[src/euart_regs.svh]
// Overview of operation
// - 10-bit frame accepted only if flag clear, and stop ok or multiprocessor off
// - After frame, wait edge; hold until flag cleared
// - 11-bit frame: start, 8 data LSB first, ninth, stop
// - 11-bit: ninth bit stored, stop bit discarded
// - Fixed 11-bit rate: clock/64, or /32 doubled
// - Buffer write loads data and ninth bit together
// - Transmit starts after next divide-by-16 rollover
// - Start, data, stop; done flag at stop start
// - Receive only when enabled; 16x sampled falling edge
// - Falling edge resets receive divide-by-16 counter
// - Samples at states 7, 8, 9; majority vote
// - Start bit not zero aborts reception
// - 11-bit accept: flag clear; ninth set, address match only if multiprocessor
// - Variable 11-bit mode: fixed framing, timer rate
// - Synchronous mode: clock/12, or /4 with enable
// - Timer selects pick timer B, else timer D
// - Timer B rate: /32 internal, /16 external input
// - Timer D rate doubled by baud double bit
// - 11-bit multiprocessor: done only if ninth set
// - 10-bit multiprocessor: done only if stop valid
// - Given address compares only mask-enabled bits
// - Broadcast address OR of address and mask matches
// - Address and mask reset to zero; here both are input ports with no reset
`ifndef EUART_REGS_SVH
`define EUART_REGS_SVH
`define EUART_OVS_LAST   4'hf
`define EUART_SMP_A      4'h7
`define EUART_SMP_B      4'h8
`define EUART_SMP_C      4'h9
`define EUART_M2_DIV_SLW 3'h4
`define EUART_M2_DIV_FST 3'h2
`define EUART_M0_DIV_SLW 4'hc
`define EUART_M0_DIV_FST 4'h4
`define EUART_TX_LEFT_10 4'h9
`define EUART_TX_LEFT_11 4'ha
`define EUART_RX_DATA_10 4'h8
`define EUART_RX_DATA_11 4'h9
`define EUART_FIFO_DEPTH 8
`define EUART_TMR_TOP    16'hffff
`define EUART_ADDR_RST   8'h00
`endif

[src/euart_pkg.sv]
package euart_pkg;
   typedef enum logic [1:0] {
      EU_MODE_SYNC  = 2'h0,
      EU_MODE_VAR10 = 2'h1,
      EU_MODE_FIX11 = 2'h2,
      EU_MODE_VAR11 = 2'h3
   } euart_mode_type;
   typedef enum logic [1:0] {
      RX_IDLE  = 2'h0,
      RX_START = 2'h1,
      RX_DATA  = 2'h3,
      RX_STOP  = 2'h2
   } euart_rx_state_type;
endpackage : euart_pkg

[src/euart.sv]
`timescale 1ns/1ps
`default_nettype none
`include "euart_regs.svh"

module euart_fifo #(
   parameter int WIDTH = 9,
   parameter int DEPTH = `EUART_FIFO_DEPTH
) (
   input  wire logic             clk_sys,
   input  wire logic             rst_b,
   input  wire logic             clk_en,
   input  wire logic [WIDTH-1:0] in_data,
   input  wire logic             in_valid,
   output var  logic             in_ready,
   output var  logic [WIDTH-1:0] out_data,
   output var  logic             out_valid,
   input  wire logic             out_ready
);
   localparam int AW = (DEPTH > 1) ? $clog2(DEPTH) : 1;
   if (DEPTH < 2 || (DEPTH & (DEPTH - 1)) != 0
       || WIDTH < 1) begin : g_bad_param
      $error("euart_fifo: DEPTH must be a power of two >= 2");
   end
   logic [WIDTH-1:0] mem [DEPTH];
   logic [AW-1:0]    wp_q;
   logic [AW-1:0]    rp_q;
   logic [AW:0]      cnt_q;
   logic [AW:0]      cnt_d;
   logic             push;
   logic             pop;
   assign push      = in_valid && in_ready;
   assign pop       = out_valid && out_ready;
   assign out_valid = (cnt_q != '0);
   assign out_data  = mem[rp_q];
   always_comb begin
      cnt_d = cnt_q;
      if (push && !pop) cnt_d = cnt_q + 1'b1;
      if (pop && !push) cnt_d = cnt_q - 1'b1;
   end
   always_ff @(posedge clk_sys) begin
      if (clk_en && push) mem[wp_q] <= in_data;
   end
   always_ff @(posedge clk_sys or negedge rst_b) begin
      if (!rst_b) begin
         wp_q     <= '0;
         rp_q     <= '0;
         cnt_q    <= '0;
         in_ready <= 1'b0;
      end else if (clk_en) begin
         if (push) wp_q <= wp_q + 1'b1;
         if (pop) rp_q <= rp_q + 1'b1;
         cnt_q    <= cnt_d;
         in_ready <= (cnt_d != (AW+1)'(DEPTH));
      end
   end
endmodule : euart_fifo

module euart (
   input  wire logic                     clk_sys,
   input  wire logic                     rst_b,
   input  wire logic                     clk_en,
   input  wire euart_pkg::euart_mode_type mode,
   input  wire logic                     multiproc_enable,
   input  wire logic                     rx_enable,
   input  wire logic                     baud_double_bit,
   input  wire logic                     tx_timer_select,
   input  wire logic                     rx_timer_select,
   input  wire logic                     timer_b_ext_sel,
   input  wire logic                     timer_b_pin,
   input  wire logic [7:0]               timer_b_reload_high,
   input  wire logic [7:0]               timer_b_reload_low,
   input  wire logic                     timer_d_tick,
   input  wire logic [7:0]               timer_d_reload_high,
   input  wire logic [7:0]               timer_d_reload_low,
   input  wire logic [7:0]               slave_address,
   input  wire logic [7:0]               slave_address_mask,
   input  wire logic                     tx_ninth_bit,
   input  wire logic [7:0]               wr_data,
   input  wire logic                     wr_valid,
   output var  logic                     wr_ready,
   input  wire logic                     tx_done_clr,
   output var  logic                     tx_done_flag,
   output var  logic                     txd,
   input  wire logic                     rxd,
   input  wire logic                     rx_done_clr,
   output var  logic                     rx_done_flag,
   output var  logic                     rx_ninth_bit,
   output var  logic [7:0]               serial_buffer,
   output var  logic                     shift_clk
);
   import euart_pkg::*;

   function automatic logic maj3(input logic a, input logic b,
                                 input logic c);
      maj3 = (a & b) | (a & c) | (b & c);
   endfunction : maj3

   function automatic logic addr_match(input logic [7:0] byte_in,
                                       input logic [7:0] addr,
                                       input logic [7:0] mask);
      logic [7:0] bcast;
      bcast = addr | mask;
      addr_match = (((byte_in ^ addr) & mask) == 8'h00)
                || (((~byte_in) & bcast) == 8'h00);
   endfunction : addr_match

   function automatic logic [15:0] tmr_next(input logic [15:0] cnt,
                                            input logic [15:0] rld);
      tmr_next = (cnt == `EUART_TMR_TOP) ? rld : cnt + 16'h0001;
   endfunction : tmr_next

   // Input synchronisers
   logic rxd_s1_q, rxd_s2_q, rxd_s3_q;
   logic tbp_s1_q, tbp_s2_q, tbp_s3_q;
   always_ff @(posedge clk_sys or negedge rst_b) begin
      if (!rst_b) begin
         {rxd_s1_q, rxd_s2_q, rxd_s3_q} <= 3'h7;
         {tbp_s1_q, tbp_s2_q, tbp_s3_q} <= 3'h0;
      end else if (clk_en) begin
         {rxd_s3_q, rxd_s2_q, rxd_s1_q} <= {rxd_s2_q, rxd_s1_q, rxd};
         {tbp_s3_q, tbp_s2_q, tbp_s1_q} <= {tbp_s2_q, tbp_s1_q,
                                            timer_b_pin};
      end
   end

   // Baud timers
   logic [15:0] tb_cnt_q, td_cnt_q;
   logic        tb_half_q, td_half_q;
   logic        tb_inc, tb_ovf, td_ovf, tb_tick, td_tick;
   assign tb_inc  = (tx_timer_select || rx_timer_select)
                 && (!timer_b_ext_sel || (tbp_s2_q && !tbp_s3_q));
   assign tb_ovf  = tb_inc && (tb_cnt_q == `EUART_TMR_TOP);
   assign td_ovf  = timer_d_tick && (td_cnt_q == `EUART_TMR_TOP);
   assign tb_tick = tb_ovf && (timer_b_ext_sel || tb_half_q);
   assign td_tick = td_ovf && (baud_double_bit || td_half_q);
   always_ff @(posedge clk_sys or negedge rst_b) begin
      if (!rst_b) begin
         tb_cnt_q  <= '0;
         tb_half_q <= 1'b0;
      end else if (clk_en && tb_inc) begin
         tb_cnt_q  <= tmr_next(tb_cnt_q,
                               {timer_b_reload_high, timer_b_reload_low});
         if (tb_ovf) tb_half_q <= !tb_half_q;
      end
   end
   always_ff @(posedge clk_sys or negedge rst_b) begin
      if (!rst_b) begin
         td_cnt_q  <= '0;
         td_half_q <= 1'b0;
      end else if (clk_en && timer_d_tick) begin
         td_cnt_q  <= tmr_next(td_cnt_q,
                               {timer_d_reload_high, timer_d_reload_low});
         if (td_ovf) td_half_q <= !td_half_q;
      end
   end

   // Fixed-rate dividers
   logic [2:0] m2_cnt_q;
   logic [3:0] m0_cnt_q;
   logic       m2_tick, m0_tick;
   assign m2_tick = (m2_cnt_q == 3'h0);
   assign m0_tick = (m0_cnt_q == 4'h0);
   always_ff @(posedge clk_sys or negedge rst_b) begin
      if (!rst_b) begin
         m2_cnt_q <= '0;
      end else if (clk_en) begin
         if (m2_tick)
            m2_cnt_q <= (baud_double_bit ? `EUART_M2_DIV_FST
                                         : `EUART_M2_DIV_SLW) - 3'h1;
         else
            m2_cnt_q <= m2_cnt_q - 3'h1;
      end
   end
   always_ff @(posedge clk_sys or negedge rst_b) begin
      if (!rst_b) begin
         m0_cnt_q  <= '0;
         shift_clk <= 1'b0;
      end else if (clk_en) begin
         if (m0_tick)
            m0_cnt_q <= (multiproc_enable ? `EUART_M0_DIV_FST
                                          : `EUART_M0_DIV_SLW) - 4'h1;
         else
            m0_cnt_q <= m0_cnt_q - 4'h1;
         shift_clk <= m0_tick && (mode == EU_MODE_SYNC);
      end
   end

   logic tx_tick, rx_tick, frame11;
   assign frame11 = (mode == EU_MODE_FIX11) || (mode == EU_MODE_VAR11);
   always_comb begin
      tx_tick = 1'b0;
      rx_tick = 1'b0;
      if (mode == EU_MODE_FIX11) begin
         tx_tick = m2_tick;
         rx_tick = m2_tick;
      end else if (mode != EU_MODE_SYNC) begin
         tx_tick = tx_timer_select ? tb_tick : td_tick;
         rx_tick = rx_timer_select ? tb_tick : td_tick;
      end
   end

   // Transmitter
   logic [8:0] fifo_data;
   logic       fifo_valid, fifo_pop;
   euart_fifo #(.WIDTH(9), .DEPTH(`EUART_FIFO_DEPTH)) u_txq (
      .clk_sys  (clk_sys),
      .rst_b    (rst_b),
      .clk_en   (clk_en),
      .in_data  ({tx_ninth_bit, wr_data}),
      .in_valid (wr_valid),
      .in_ready (wr_ready),
      .out_data (fifo_data),
      .out_valid(fifo_valid),
      .out_ready(fifo_pop)
   );
   logic [3:0] tx_cnt_q, tx_left_q;
   logic [9:0] tx_sr_q;
   logic       tx_roll, tx_stop_ev;
   assign tx_roll    = tx_tick && (tx_cnt_q == `EUART_OVS_LAST);
   assign fifo_pop   = clk_en && tx_roll && (tx_left_q == 4'h0)
                    && (mode != EU_MODE_SYNC);
   assign tx_stop_ev = clk_en && tx_roll && (tx_left_q == 4'h1);
   always_ff @(posedge clk_sys or negedge rst_b) begin
      if (!rst_b) begin
         tx_cnt_q <= '0;
      end else if (clk_en && tx_tick) begin
         tx_cnt_q <= tx_cnt_q + 4'h1;
      end
   end
   always_ff @(posedge clk_sys or negedge rst_b) begin
      if (!rst_b) begin
         tx_sr_q   <= '1;
         tx_left_q <= '0;
         txd       <= 1'b1;
      end else if (clk_en && tx_roll) begin
         if (tx_left_q != 4'h0) begin
            txd       <= tx_sr_q[0];
            tx_sr_q   <= {1'b1, tx_sr_q[9:1]};
            tx_left_q <= tx_left_q - 4'h1;
         end else if (fifo_pop && fifo_valid) begin
            txd <= 1'b0;
            if (frame11) begin
               tx_sr_q   <= {1'b1, fifo_data};
               tx_left_q <= `EUART_TX_LEFT_11;
            end else begin
               tx_sr_q   <= {2'b11, fifo_data[7:0]};
               tx_left_q <= `EUART_TX_LEFT_10;
            end
         end else begin
            txd <= 1'b1;
         end
      end
   end
   always_ff @(posedge clk_sys or negedge rst_b) begin
      if (!rst_b) begin
         tx_done_flag <= 1'b0;
      end else if (clk_en) begin
         if (tx_stop_ev) tx_done_flag <= 1'b1;
         else if (tx_done_clr) tx_done_flag <= 1'b0;
      end
   end

   // Receiver
   euart_rx_state_type rx_st_q;
   logic [3:0] rx_cnt_q, rx_left_q;
   logic [1:0] rx_smp_q;
   logic [8:0] rx_sr_q;
   logic       rx_fall, bit_ev, bit_val, accept10, accept11;
   assign rx_fall  = rxd_s3_q && !rxd_s2_q;
   assign bit_ev   = clk_en && rx_tick && (rx_cnt_q == `EUART_SMP_C)
                  && (rx_st_q != RX_IDLE);
   assign bit_val  = maj3(rx_smp_q[1], rx_smp_q[0], rxd_s2_q);
   assign accept10 = bit_ev && (rx_st_q == RX_STOP) && !frame11
                  && !rx_done_flag
                  && (!multiproc_enable || bit_val);
   assign accept11 = bit_ev && (rx_st_q == RX_STOP) && frame11
                  && !rx_done_flag
                  && (!multiproc_enable || (rx_sr_q[8]
                  && addr_match(rx_sr_q[7:0], slave_address,
                                slave_address_mask)));
   always_ff @(posedge clk_sys or negedge rst_b) begin
      if (!rst_b) begin
         rx_cnt_q <= '0;
         rx_smp_q <= '0;
      end else if (clk_en) begin
         if (rx_st_q == RX_IDLE && rx_enable && rx_fall)
            rx_cnt_q <= '0;
         else if (rx_tick)
            rx_cnt_q <= rx_cnt_q + 4'h1;
         if (rx_tick && rx_cnt_q == `EUART_SMP_A)
            rx_smp_q[1] <= rxd_s2_q;
         if (rx_tick && rx_cnt_q == `EUART_SMP_B)
            rx_smp_q[0] <= rxd_s2_q;
      end
   end
   always_ff @(posedge clk_sys or negedge rst_b) begin
      if (!rst_b) begin
         rx_st_q   <= RX_IDLE;
         rx_left_q <= '0;
         rx_sr_q   <= '0;
      end else if (clk_en) begin
         if (!rx_enable || mode == EU_MODE_SYNC) begin
            rx_st_q <= RX_IDLE;
         end else begin
            case (rx_st_q)
               RX_IDLE: begin
                  if (rx_fall) rx_st_q <= RX_START;
               end
               RX_START: begin
                  if (bit_ev) begin
                     rx_st_q   <= bit_val ? RX_IDLE : RX_DATA;
                     rx_left_q <= frame11 ? `EUART_RX_DATA_11
                                          : `EUART_RX_DATA_10;
                  end
               end
               RX_DATA: begin
                  if (bit_ev) begin
                     rx_sr_q   <= {bit_val, rx_sr_q[8:1]};
                     rx_left_q <= rx_left_q - 4'h1;
                     if (rx_left_q == 4'h1) rx_st_q <= RX_STOP;
                  end
               end
               RX_STOP: begin
                  if (bit_ev) rx_st_q <= RX_IDLE;
               end
               default: rx_st_q <= RX_IDLE;
            endcase
         end
      end
   end
   always_ff @(posedge clk_sys or negedge rst_b) begin
      if (!rst_b) begin
         rx_done_flag  <= 1'b0;
         rx_ninth_bit  <= 1'b0;
         serial_buffer <= '0;
      end else if (clk_en) begin
         if (accept10) begin
            serial_buffer <= rx_sr_q[8:1];
            rx_ninth_bit  <= bit_val;
         end else if (accept11) begin
            serial_buffer <= rx_sr_q[7:0];
            rx_ninth_bit  <= rx_sr_q[8];
         end
         if (accept10 || accept11) rx_done_flag <= 1'b1;
         else if (rx_done_clr) rx_done_flag <= 1'b0;
      end
   end
endmodule : euart
`default_nettype wire

[config.mk]
export PLATFORM = sky130hd
export DESIGN_NAME = euart
export DESIGN_NICKNAME = d
export VERILOG_FILES = /design/src/euart_pkg.sv /design/src/euart.sv
export VERILOG_INCLUDE_DIRS = /design/src
export SDC_FILE = /design/constraint.sdc
export NUM_CORES = 1
export LEC_CHECK = 0
export ABC_AREA = 0
export ABC_CLOCK_PERIOD_IN_PS = 5450
export BUFFER_PORTS_ARGS = -buffer_cell sky130_fd_sc_hd__buf_4
export CAP_MARGIN = 40
export CORE_MARGIN = 2
export CORE_UTILIZATION = 55
export CTS_BUF_LIST = sky130_fd_sc_hd__clkbuf_4 sky130_fd_sc_hd__clkbuf_8
export DETAILED_ROUTE_END_ITERATION = 10
export PLACE_DENSITY = 0.72
export SLEW_MARGIN = 30
export SYNTH_ARGS = -nofsm -noshare
export SYNTH_HDL_FRONTEND = slang
export SYNTH_SLANG_ARGS = --single-unit
[constraint.sdc]
create_clock -name clk_sys -period 5.45 [get_ports clk_sys]
set_input_delay 0.2725 -clock clk_sys [delete_from_list [all_inputs] [get_ports clk_sys]]
set_output_delay 0.2725 -clock clk_sys [all_outputs]
set_load 0.02 [all_outputs]
Word-level counts from Yosys, hierarchy flattened
Memory sizes are Yosys's and may differ from the RTL's. Index checks and enable logic that the tools add are counted.

Flip-flop bits (word level): 110. Bits in writable memories: 72. Bits of input ports: 74. Output and inout port bits: 14. Word-level logic and storage cells: 212. Memories: 1.

$add $sub $neg: 14. Equal/unequal tests: 21. Muxes and demuxes: 46. Bitwise logic cells: 11. Reduce and logical (&&, ||, !) cells: 88.

Memory list: u_txq.mem (words 8, width 9, read ports 1, clocked after memory_dff 0, wr ports 1, line euart.sv:24) `logic [WIDTH-1:0] mem [DEPTH];`.

Operators by type and width (number): 4-bit two-way mux (10); 1-bit logical AND (36); 16-bit by 1-bit adder with 16-bit output, second input constant (2); 16-bit equality test, second input constant (2); 16-bit two-way mux (2); 2-bit AND reduction (11); 10-bit two-way mux (2); 4-bit by 1-bit subtractor with 4-bit output, second input constant (5); 1-bit two-way mux (17); 8-bit AND (2); 8-bit logical NOT (2); 2-bit two-way mux (8); 8-bit two-way mux (2); 2-bit nonzero test (8); 4-bit by 1-bit adder with 4-bit output, second input constant (3); 4-bit equality test, second input constant (3); 1-bit logical NOT (11); 1-bit logical OR (10); 9-bit two-way mux (1); 3-bit != test, second input constant (3); 2-bit equality test, second input constant (4); 4-bit by 1-bit equality test with 1-bit output, second input constant (2); 4-bit logical NOT (2); 8-bit inverter (1); other kinds (21) (31).

Logic depth before layout (Yosys ltp)
Gate-level depths: netlist (run 1).

Depth in word-level cells: 19. Depth in mapped cells: 10. Depth with buffers taken out: 9.

Cells and area by module
A second synthesis (run 1) with hierarchy kept.

Cell total of the unflattened synthesis: 734. Area total of the unflattened synthesis: 8738.4 µm².

By module, submodules not included: euart (times used 1, cells an instance 555, area each 5350.1 µm², seq. area each 2468.6 µm²); euart_fifo (times used 1, cells an instance 179, area each 3388.2 µm², seq. area each 2437.3 µm²).

Worst setup path after synthesis (run 1)
OpenSTA, ideal clock, no wires.

Kind: register -> register. Start point: register tb_cnt_q[0]. End point: register serial_buffer[0]. Setup time: 125 ps. Arrival: 2340 ps. Required time: 5325 ps. Setup slack: 2985 ps. Stages on the path, launching flop included: 10. Buffers on the path: 1. Clock period less this slack: 2465 ps. Cells stage by stage: dfrtp_1 -> ha_1 -> nand4_1 -> nor4_4 -> a32oi_1 -> a21oi_2 -> and4_1 -> buf_6 -> mux2_2 -> mux2_2.

Longest elaborated chain between the ends: 15. Elaborated cells between the ends (all ways): 19. Classes of those cells: eq/ne (1); mux (4); reduce/logical (14).

RTL lines: from (decl) (line euart.sv:127) `logic [15:0] tb_cnt_q, td_cnt_q;`; from (signal assigned) (line euart.sv:141) `tb_cnt_q <= tmr_next(tb_cnt_q,`; 16-bit equality test (no line) *; 1-bit logical AND * (line euart.sv:132) `` assign tb_ovf = tb_inc && (tb_cnt_q == `EUART_TMR_TOP); ``; 1-bit logical AND * (line euart.sv:134) `assign tb_tick = tb_ovf && (timer_b_ext_sel || tb_half_q);`; 1-bit two-way mux * (line euart.sv:198) `rx_tick = rx_timer_select ? tb_tick : td_tick;`; 1-bit two-way mux * (line euart.sv:196) `end else if (mode != EU_MODE_SYNC) begin`; 1-bit two-way mux * (line euart.sv:193) `if (mode == EU_MODE_FIX11) begin`; 1-bit logical AND * (3 in a row) (line euart.sv:270) `` assign bit_ev = clk_en && rx_tick && (rx_cnt_q == `EUART_SMP_C) ``; 1-bit logical AND * (line euart.sv:273, euart.sv:276); 1-bit logical AND (on tied branches) (line euart.sv:273, euart.sv:276); 1-bit logical AND (on tied branches) (line euart.sv:274, euart.sv:277); 1-bit logical AND (on tied branches) (line euart.sv:275, euart.sv:278); 2-bit nonzero test (no line); 2-bit AND reduction (no line); to (signal assigned) (line euart.sv:338) `serial_buffer <= rx_sr_q[8:1];`; to (signal assigned) (line euart.sv:341) `serial_buffer <= rx_sr_q[7:0];`; to (decl) (line euart.sv:88) `output var logic [7:0] serial_buffer,`.

Mark *: on every way between the ends. The rest lies on a longest branch, timed or not. A chain may end at the register's enable or synchronous reset.

Final worst setup path (run 1)
Same ends and word-level chain as after synthesis.

==> flow_metrics.py, run 1 <==
metrics = {
    "floorplanning": {
        "die-area_um2": 16800,
        "rows": 45,
        "coreArea_um2": 15300,
        "fp.dieW_um": 130,
        "pin_count": 88,
        "die_h_um": 130,
        "start_util": 0.567,
    },
    "critical_path": {
        "critical_path.top_delay_family": "simple AND/OR/NAND/NOR gates",
        "cp.buffers_inverters": 0,
        "arrival_ns": 3.67,
        "critPathMaxFanout": 15,
        "path_common_cell": "mux2_2",
        "endpoint_kind": "flip-flop",
        "max_stage_delay_ns": 0.57,
        "setup.worst_path.class": "reg2reg",
        "start_kind": "flip-flop",
        "cp.required_ns": 5.81,
        "cp_cell_sequence": "ha_1 > nand4_1 > nor4_4 > a32oi_1 > a21oi_2 > and4_1 > mux2_2 > mux2_2",
        "slowest_stage": "and4_1",
    },
    "logic_synthesis": {
        "yosys_warnings": 0,
        "syn_area_per_cell_um2": 11.6,
        "synth_area_leader_cell": "dfrtp_1",
        "synth-edff-count": 72,
        "ys_top_cells_by_area": "dfrtp_1, edfxtp_1, mux2_2",
        "synth_top_area_frac": 0.276,
        "syn_inst": 750,
        "syn_nets": 840,
        "synth_ff_type": "dfrtp_1",
        "synthArstFlopShare": 0.602,
        "syn_area_um2": 8690,
        "ys_ff_latch": 181,
        "synth.distinct_cells": 64,
        "ys_seq_area_frac": 0.565,
    },
    "placed_design": {
        "place_area_um2": 9570,
        "hpwl_um": 12900,
        "finalWeightedCongestion": 0.811,
        "port_buffers": 87,
    },
    "global_routing": {
        "grt_overflow": 0,
        "grt_pass1_wl_um": 30100,
        "grtUsageTotal": 0.232,
        "grt_max_degree": 57,
        "grt_pass1_vias": 6133,
        "antenna_found_initial": 0,
    },
    "route": {
        "ant_nets": 0,
        "wl_um": 18100,
        "num_vias": 6131,
        "drt_iter0_drc": 457,
        "viasPerCell": 5.75,
        "dr.pass1.iters": 5,
        "routedWlPerCell_um": 17.0,
        "drc": 0,
    },
    "final_layout": {
        "final_cell_area_um2": 10000,
        "syn_to_final_growth_pct": 15.3,
        "nets": 933,
        "final.fill_count": 1199,
        "drive_gt1_frac": 0.246,
        "multi_input_area_um2": 3570,
        "antenna_cells": 0,
        "register_area_um2": 4910,
    },
    "timing": {
        "skew_ns": 0.0110,
        "tns_ns": 0,
        "worst_pin_slew_ns": 0.806,
        "final-hold-violation-count": 0,
        "slew_headroom": 0.457,
        "setup_viol": 0,
        "period_minus_slack_ns": 3.31,
        "fmax_ghz": 0.302,
        "post-route-period-util": 0.607,
        "rsz0062_at_grt": "false",
        "drv_slew": 0,
    },
    "clock_network": {
        "path_clk_slew_ns": 0.10,
        "cts_sinks": 181,
        "ctsHtreeMaxLevel": 4,
        "cts_tree": "yes",
        "worstSkewPairLatency_ns": 0.48,
        "postCtsResizedCells": 0,
        "cts_buffer_depth": 2,
        "post_cts_buffers": 0,
        "cts_root_buf": "clkbuf_8",
        "cts_made_buffers": 17,
    },
    "worst_hold_path": {
        "hp-class": "in2reg",
    },
    "outcome": {
        "status": "finished, final reports clean",
    },
    "run": {
        "cap_violations": 0,
    },
    "pwr": {
        "leakage_nw": 4.09,
        "power_density_nw_per_um2": 324,
        "ir_drop_mv": 0.274,
    },
}
==> cell usage in the layout, fill, tap and decap left out, types with 4 or more instances in the layout <==
| cell type | count |
|---|---|
| o22ai_1 | 7 |
| and3_1 | 10 |
| mux4_2 | 18 |
| and2_1 | 5 |
| ha_1 | 16 |
| nor2_1 | 67 |
| o21ai_1 | 10 |
| nor3_1 | 12 |
| inv_8 | 7 |
| nand2_1 | 83 |
| inv_1 | 20 |
| xor2_1 | 16 |
| a22o_1 | 5 |
| dfrtp_1 | 96 |
| a41oi_1 | 4 |
| dlygate4sd3_1 | 4 |
| edfxtp_1 | 72 |
| dfstp_2 | 13 |
| o21ai_0 | 31 |
| a22oi_1 | 4 |
| buf_4 | 100 |
| nand2b_1 | 9 |
| mux2_2 | 36 |
| nand4_1 | 13 |
| nand3_1 | 25 |
| clkbuf_8 | 17 |
| mux2i_1 | 17 |
| a31oi_1 | 8 |
| a21oi_1 | 50 |
| xnor2_1 | 12 |
==> what timing repair did <==
item,CTS,global route
endpoints found under the hold margin,63,0
hold buffers,4,0
setup endpoints to repair,0,0
==> routing by layer <==
layer / vias to the layer above / part of all wire / global-route usage / wire length, um
met3: 22 / 0.041 / 0.0520 / 737
met1: 3035 / 0.45 / 0.300 / 8080
met5: - / 0 / 0 / 0
li1: 2951 / - / - / -
met4: 0 / 0.013 / 0.0696 / 241
met2: 123 / 0.50 / 0.394 / 9080
==> metrics by stage <==
stage	util	total power [mW]	hold WS [ns]	setup WS, ns	cells
final	0.654	3.24	0.0178	2.14	1067
after global routing	0.654	3.43	0.00429	1.85	1067
after detailed placement	0.625	2.37	0.367	2.19	1030
after floorplan	-	2.16	-0.0231	2.98	750
after CTS	0.654	3.27	0.00138	2.15	1066
after global placement	0.621	2.32	0.360	2.31	1022
==> sequential cells by signal, summed over array words and instances, names as in the netlist, 4 cells and up <==
signal         count
tx_sr_q            9
rx_cnt_q           4
tx_cnt_q           4
rx_sr_q            9
m0_cnt_q           4
u_txq.mem         72
tb_cnt_q          16
serial_buffer      8
td_cnt_q          16
rx_left_q          4
u_txq.cnt_q        4
tx_left_q          4
==> power breakdown <==
part           internal, mW  switching [mW]
Combinational         0.268           0.310
Sequential             1.60           0.169
Clock                 0.352           0.546
==> kinds of logic after synthesis <==
| logic type | Yosys count | share of synthesized area |
|---|---|---|
| buf+inv | 52 | 0.0252 |
| mux | 71 | 0.113 |
| simple gates | 252 | 0.139 |
| fa+ha+maj | 16 | 0.0230 |
| compound gates | 150 | 0.107 |
| flops | 181 | 0.565 |
| xor+xnor | 28 | 0.0282 |
==> cell usage after synthesis, types with 14 or more instances <==
master and count:
a21oi_1 50, clkbuf_1 19, nor2_1 67, o21ai_0 31, mux2i_1 17, mux2_2 36, inv_1 20, nand3_1 25
edfxtp_1 72, ha_1 16, nand2_1 83, nor3_1 14, dfrtp_1 96, xor2_1 16, mux4_2 18
==> path summary, 6_finish.rpt <==
check / startpoint / to / slack [ns] / depth (start not counted)
worst max-delay path: tb_cnt_q[0] / serial_buffer[0] / 2.14 / 8
worst min register to register: tx_sr_q[0] / tx_sr_q[0] / 0.47 / 2
worst max register to register: tb_cnt_q[0] / serial_buffer[0] / 2.14 / 8
min in group asynchronous: rst_b / rx_sr_q[1] / 0.38 / 2
max in group asynchronous: rst_b / u_txq.cnt_q[0] / 3.88 / 3
worst min-delay path: wr_data[7] / u_txq.mem[7][7] / 0.02 / 1
==> final cells by class <==
| cell class | count | share of cell area |
|---|---|---|
| clock buffer | 18 | 0.0241 |
| clock inverter | 14 | 0.0154 |
| inverter | 21 | 0.00787 |
| multi-input combinational | 517 | 0.357 |
| sequential | 181 | 0.490 |
| tap | 211 | 0.0263 |
| timing repair buffer | 105 | 0.0800 |
No activity file was read; power rests on OpenSTA's default activity.
==> run 2: changes to the inputs <==
--- a/config.mk
+++ b/config.mk
@@ -7,7 +7,7 @@
 export NUM_CORES = 1
 export LEC_CHECK = 0
 export ABC_AREA = 0
-export ABC_CLOCK_PERIOD_IN_PS = 5450
+export ABC_CLOCK_PERIOD_IN_PS = 3070
 export BUFFER_PORTS_ARGS = -buffer_cell sky130_fd_sc_hd__buf_4
 export CAP_MARGIN = 40
 export CORE_MARGIN = 2
==> constraint.sdc (replaced) <==
create_clock -name clk_sys -period 3.07 [get_ports clk_sys]
set_input_delay 0.1535 -clock clk_sys [delete_from_list [all_inputs] [get_ports clk_sys]]
set_output_delay 0.1535 -clock clk_sys [all_outputs]
set_load 0.02 [all_outputs]
==> flow_metrics.py, run 2 (synthesis gave the netlist of run 1 again) <==
metrics = {
    "route": {
        "ant_nets": 0,
        "dr_wl_met3_um": 814,
        "dr.pass1.iters": 5,
        "wl_um": 18500,
        "top_layer": "met4",
        "routedWlPerCell_um": 16.6,
        "viasPerCell": 5.66,
        "route.met2.wl_um": 9680,
        "num_vias": 6289,
        "drt_iter0_drc": 286,
        "wl_met1_um": 7730,
        "drc": 0,
    },
    "pwr": {
        "power_mw": 5.92,
        "ir_drop_mv": 0.485,
        "power_density_nw_per_um2": 564,
        "leakage_nw": 4.31,
    },
    "final_layout": {
        "antenna_cells": 0,
        "nets": 978,
        "largest_reg_flops": 72,
        "final_cell_area_um2": 10500,
        "regMostFlops": "u_txq.mem",
        "top_regs": "u_txq.mem (72), tb_cnt_q (16), td_cnt_q (16)",
        "syn_to_final_growth_pct": 20.9,
        "final_cell_mix": "buf_4, dfrtp_1, nand2_1",
        "drive_gt1_frac": 0.242,
        "final_common_cell": "buf_4",
    },
    "critical_path": {
        "endpoint_kind": "flip-flop",
        "start_kind": "flip-flop",
        "critPathMaxFanout": 9,
        "cp.required_ns": 3.43,
        "arrival_ns": 3.00,
        "startpoint": "tb_cnt_q[0]",
        "setup.worst_path.class": "reg2reg",
        "r2r_start": "tb_cnt_q[0]",
    },
    "global_routing": {
        "grt_max_degree": 65,
        "grtUsageTotal": 0.232,
        "grt_pass1_wl_um": 30300,
        "grt_pass1_vias": 6331,
        "grt_overflow": 0,
        "antenna_found_initial": 0,
    },
    "clock_network": {
        "cts_buffer_depth": 2,
        "worstSkewPairLatency_ns": 0.48,
        "path_clk_slew_ns": 0.10,
        "cts_sinks": 181,
        "postCtsResizedCells": 0,
        "cts_made_buffers": 17,
        "ctsHtreeMaxLevel": 4,
        "cts_tree": "yes",
        "cts_root_buf": "clkbuf_8",
    },
    "timing": {
        "drv_slew": 0,
        "period_minus_slack_ns": 2.64,
        "fmax_ghz": 0.379,
        "setup_viol": 0,
        "setup_slack_ns": 0.431,
        "post-route-period-util": 0.860,
        "rsz0062_at_grt": "false",
        "skew_ns": 0.0148,
        "slew_headroom": 0.595,
        "tns_ns": 0,
        "final-hold-violation-count": 0,
        "worst_pin_slew_ns": 0.607,
        "hold_slack_ns": 0.0269,
    },
    "worst_hold_path": {
        "worstHoldStart": "timer_b_reload_low[0]",
        "hp-class": "in2reg",
    },
    "run": {
        "cap_violations": 0,
    },
    "floorplanning": {
        "coreArea_um2": 15300,
        "die_h_um": 130,
        "fp.dieW_um": 130,
        "die-area_um2": 16800,
        "rows": 45,
        "start_util": 0.567,
        "pin_count": 88,
    },
    "outcome": {
        "status": "finished, final reports clean",
    },
    "placed_design": {
        "place_area_um2": 9640,
        "port_buffers": 87,
        "place_ws_ns": 0.420,
        "hpwl_um": 12800,
        "finalWeightedCongestion": 0.794,
    },
}
run 2: cell types whose count changed in the layout (fill, tap and decap cells not counted), moves of 2 or more:
cell,before,now
clkinv_4,3,1
inv_8,7,4
buf_4,100,108
nor3_2,2,0
nor3_1,12,14
clkinv_8,2,6
dlygate4sd3_1,4,40
inv_12,0,3
run 2: path summary, 6_finish.rpt:
path / cells after the start / end / slack (ns)
setup / recovery: 8 / serial_buffer[7] / 0.43
hold / removal: 5 / tb_cnt_q[0] / 0.03
setup reg to reg: 8 / serial_buffer[7] / 0.43
hold reg to reg: 2 / tx_sr_q[1] / 0.47
max in group asynchronous: 4 / tx_sr_q[1] / 2.00
min in group asynchronous: 2 / rx_left_q[2] / 0.13
run 2: critical path, stage by stage (launching register included):
cell and delay [ns]:
dfrtp_1 0.42, ha_1 0.21, nand4_1 0.20, nor4_4 0.29
a32oi_1 0.12, a21oi_2 0.17, and4_1 0.47, mux2_2 0.39
mux2_2 0.26
run 2: metal layers:
layer,GRT usage,vias up
met2,0.414,157
met4,0.0601,0
li1,-,3032
met3,0.0462,20
met5,0,-
met1,0.292,3080
run 2: per-stage QoR:
step                instances   util
floorplan                 750      -
global placement         1038  0.628
detailed placement       1039  0.629
CTS                      1111  0.684
global route             1112  0.686
finish                   1112  0.686
run 2: where the power goes:
part	internal (mW)	leakage (nW)	total [mW]	switching, mW
Sequential	2.84	2.03	3.13	0.294
Combinational	0.518	2.07	1.09	0.570
Clock	0.655	0.218	1.70	1.04
Total	4.01	4.31	5.92	1.91
run 2: area by class of cell:
cell class	count	area (um^2)
sequential	181	4910
fill	1178	4810
multi-input combinational	517	3560
timing repair buffer	150	1250
tap	211	264
clock buffer	17	234
clock inverter	15	209
inverter	21	78.8
run 2: repair_timing:
item,4_1_cts,5_1_grt
hold buffers,40,0
buffers inserted,0,0
endpoints found under the hold margin,161,0
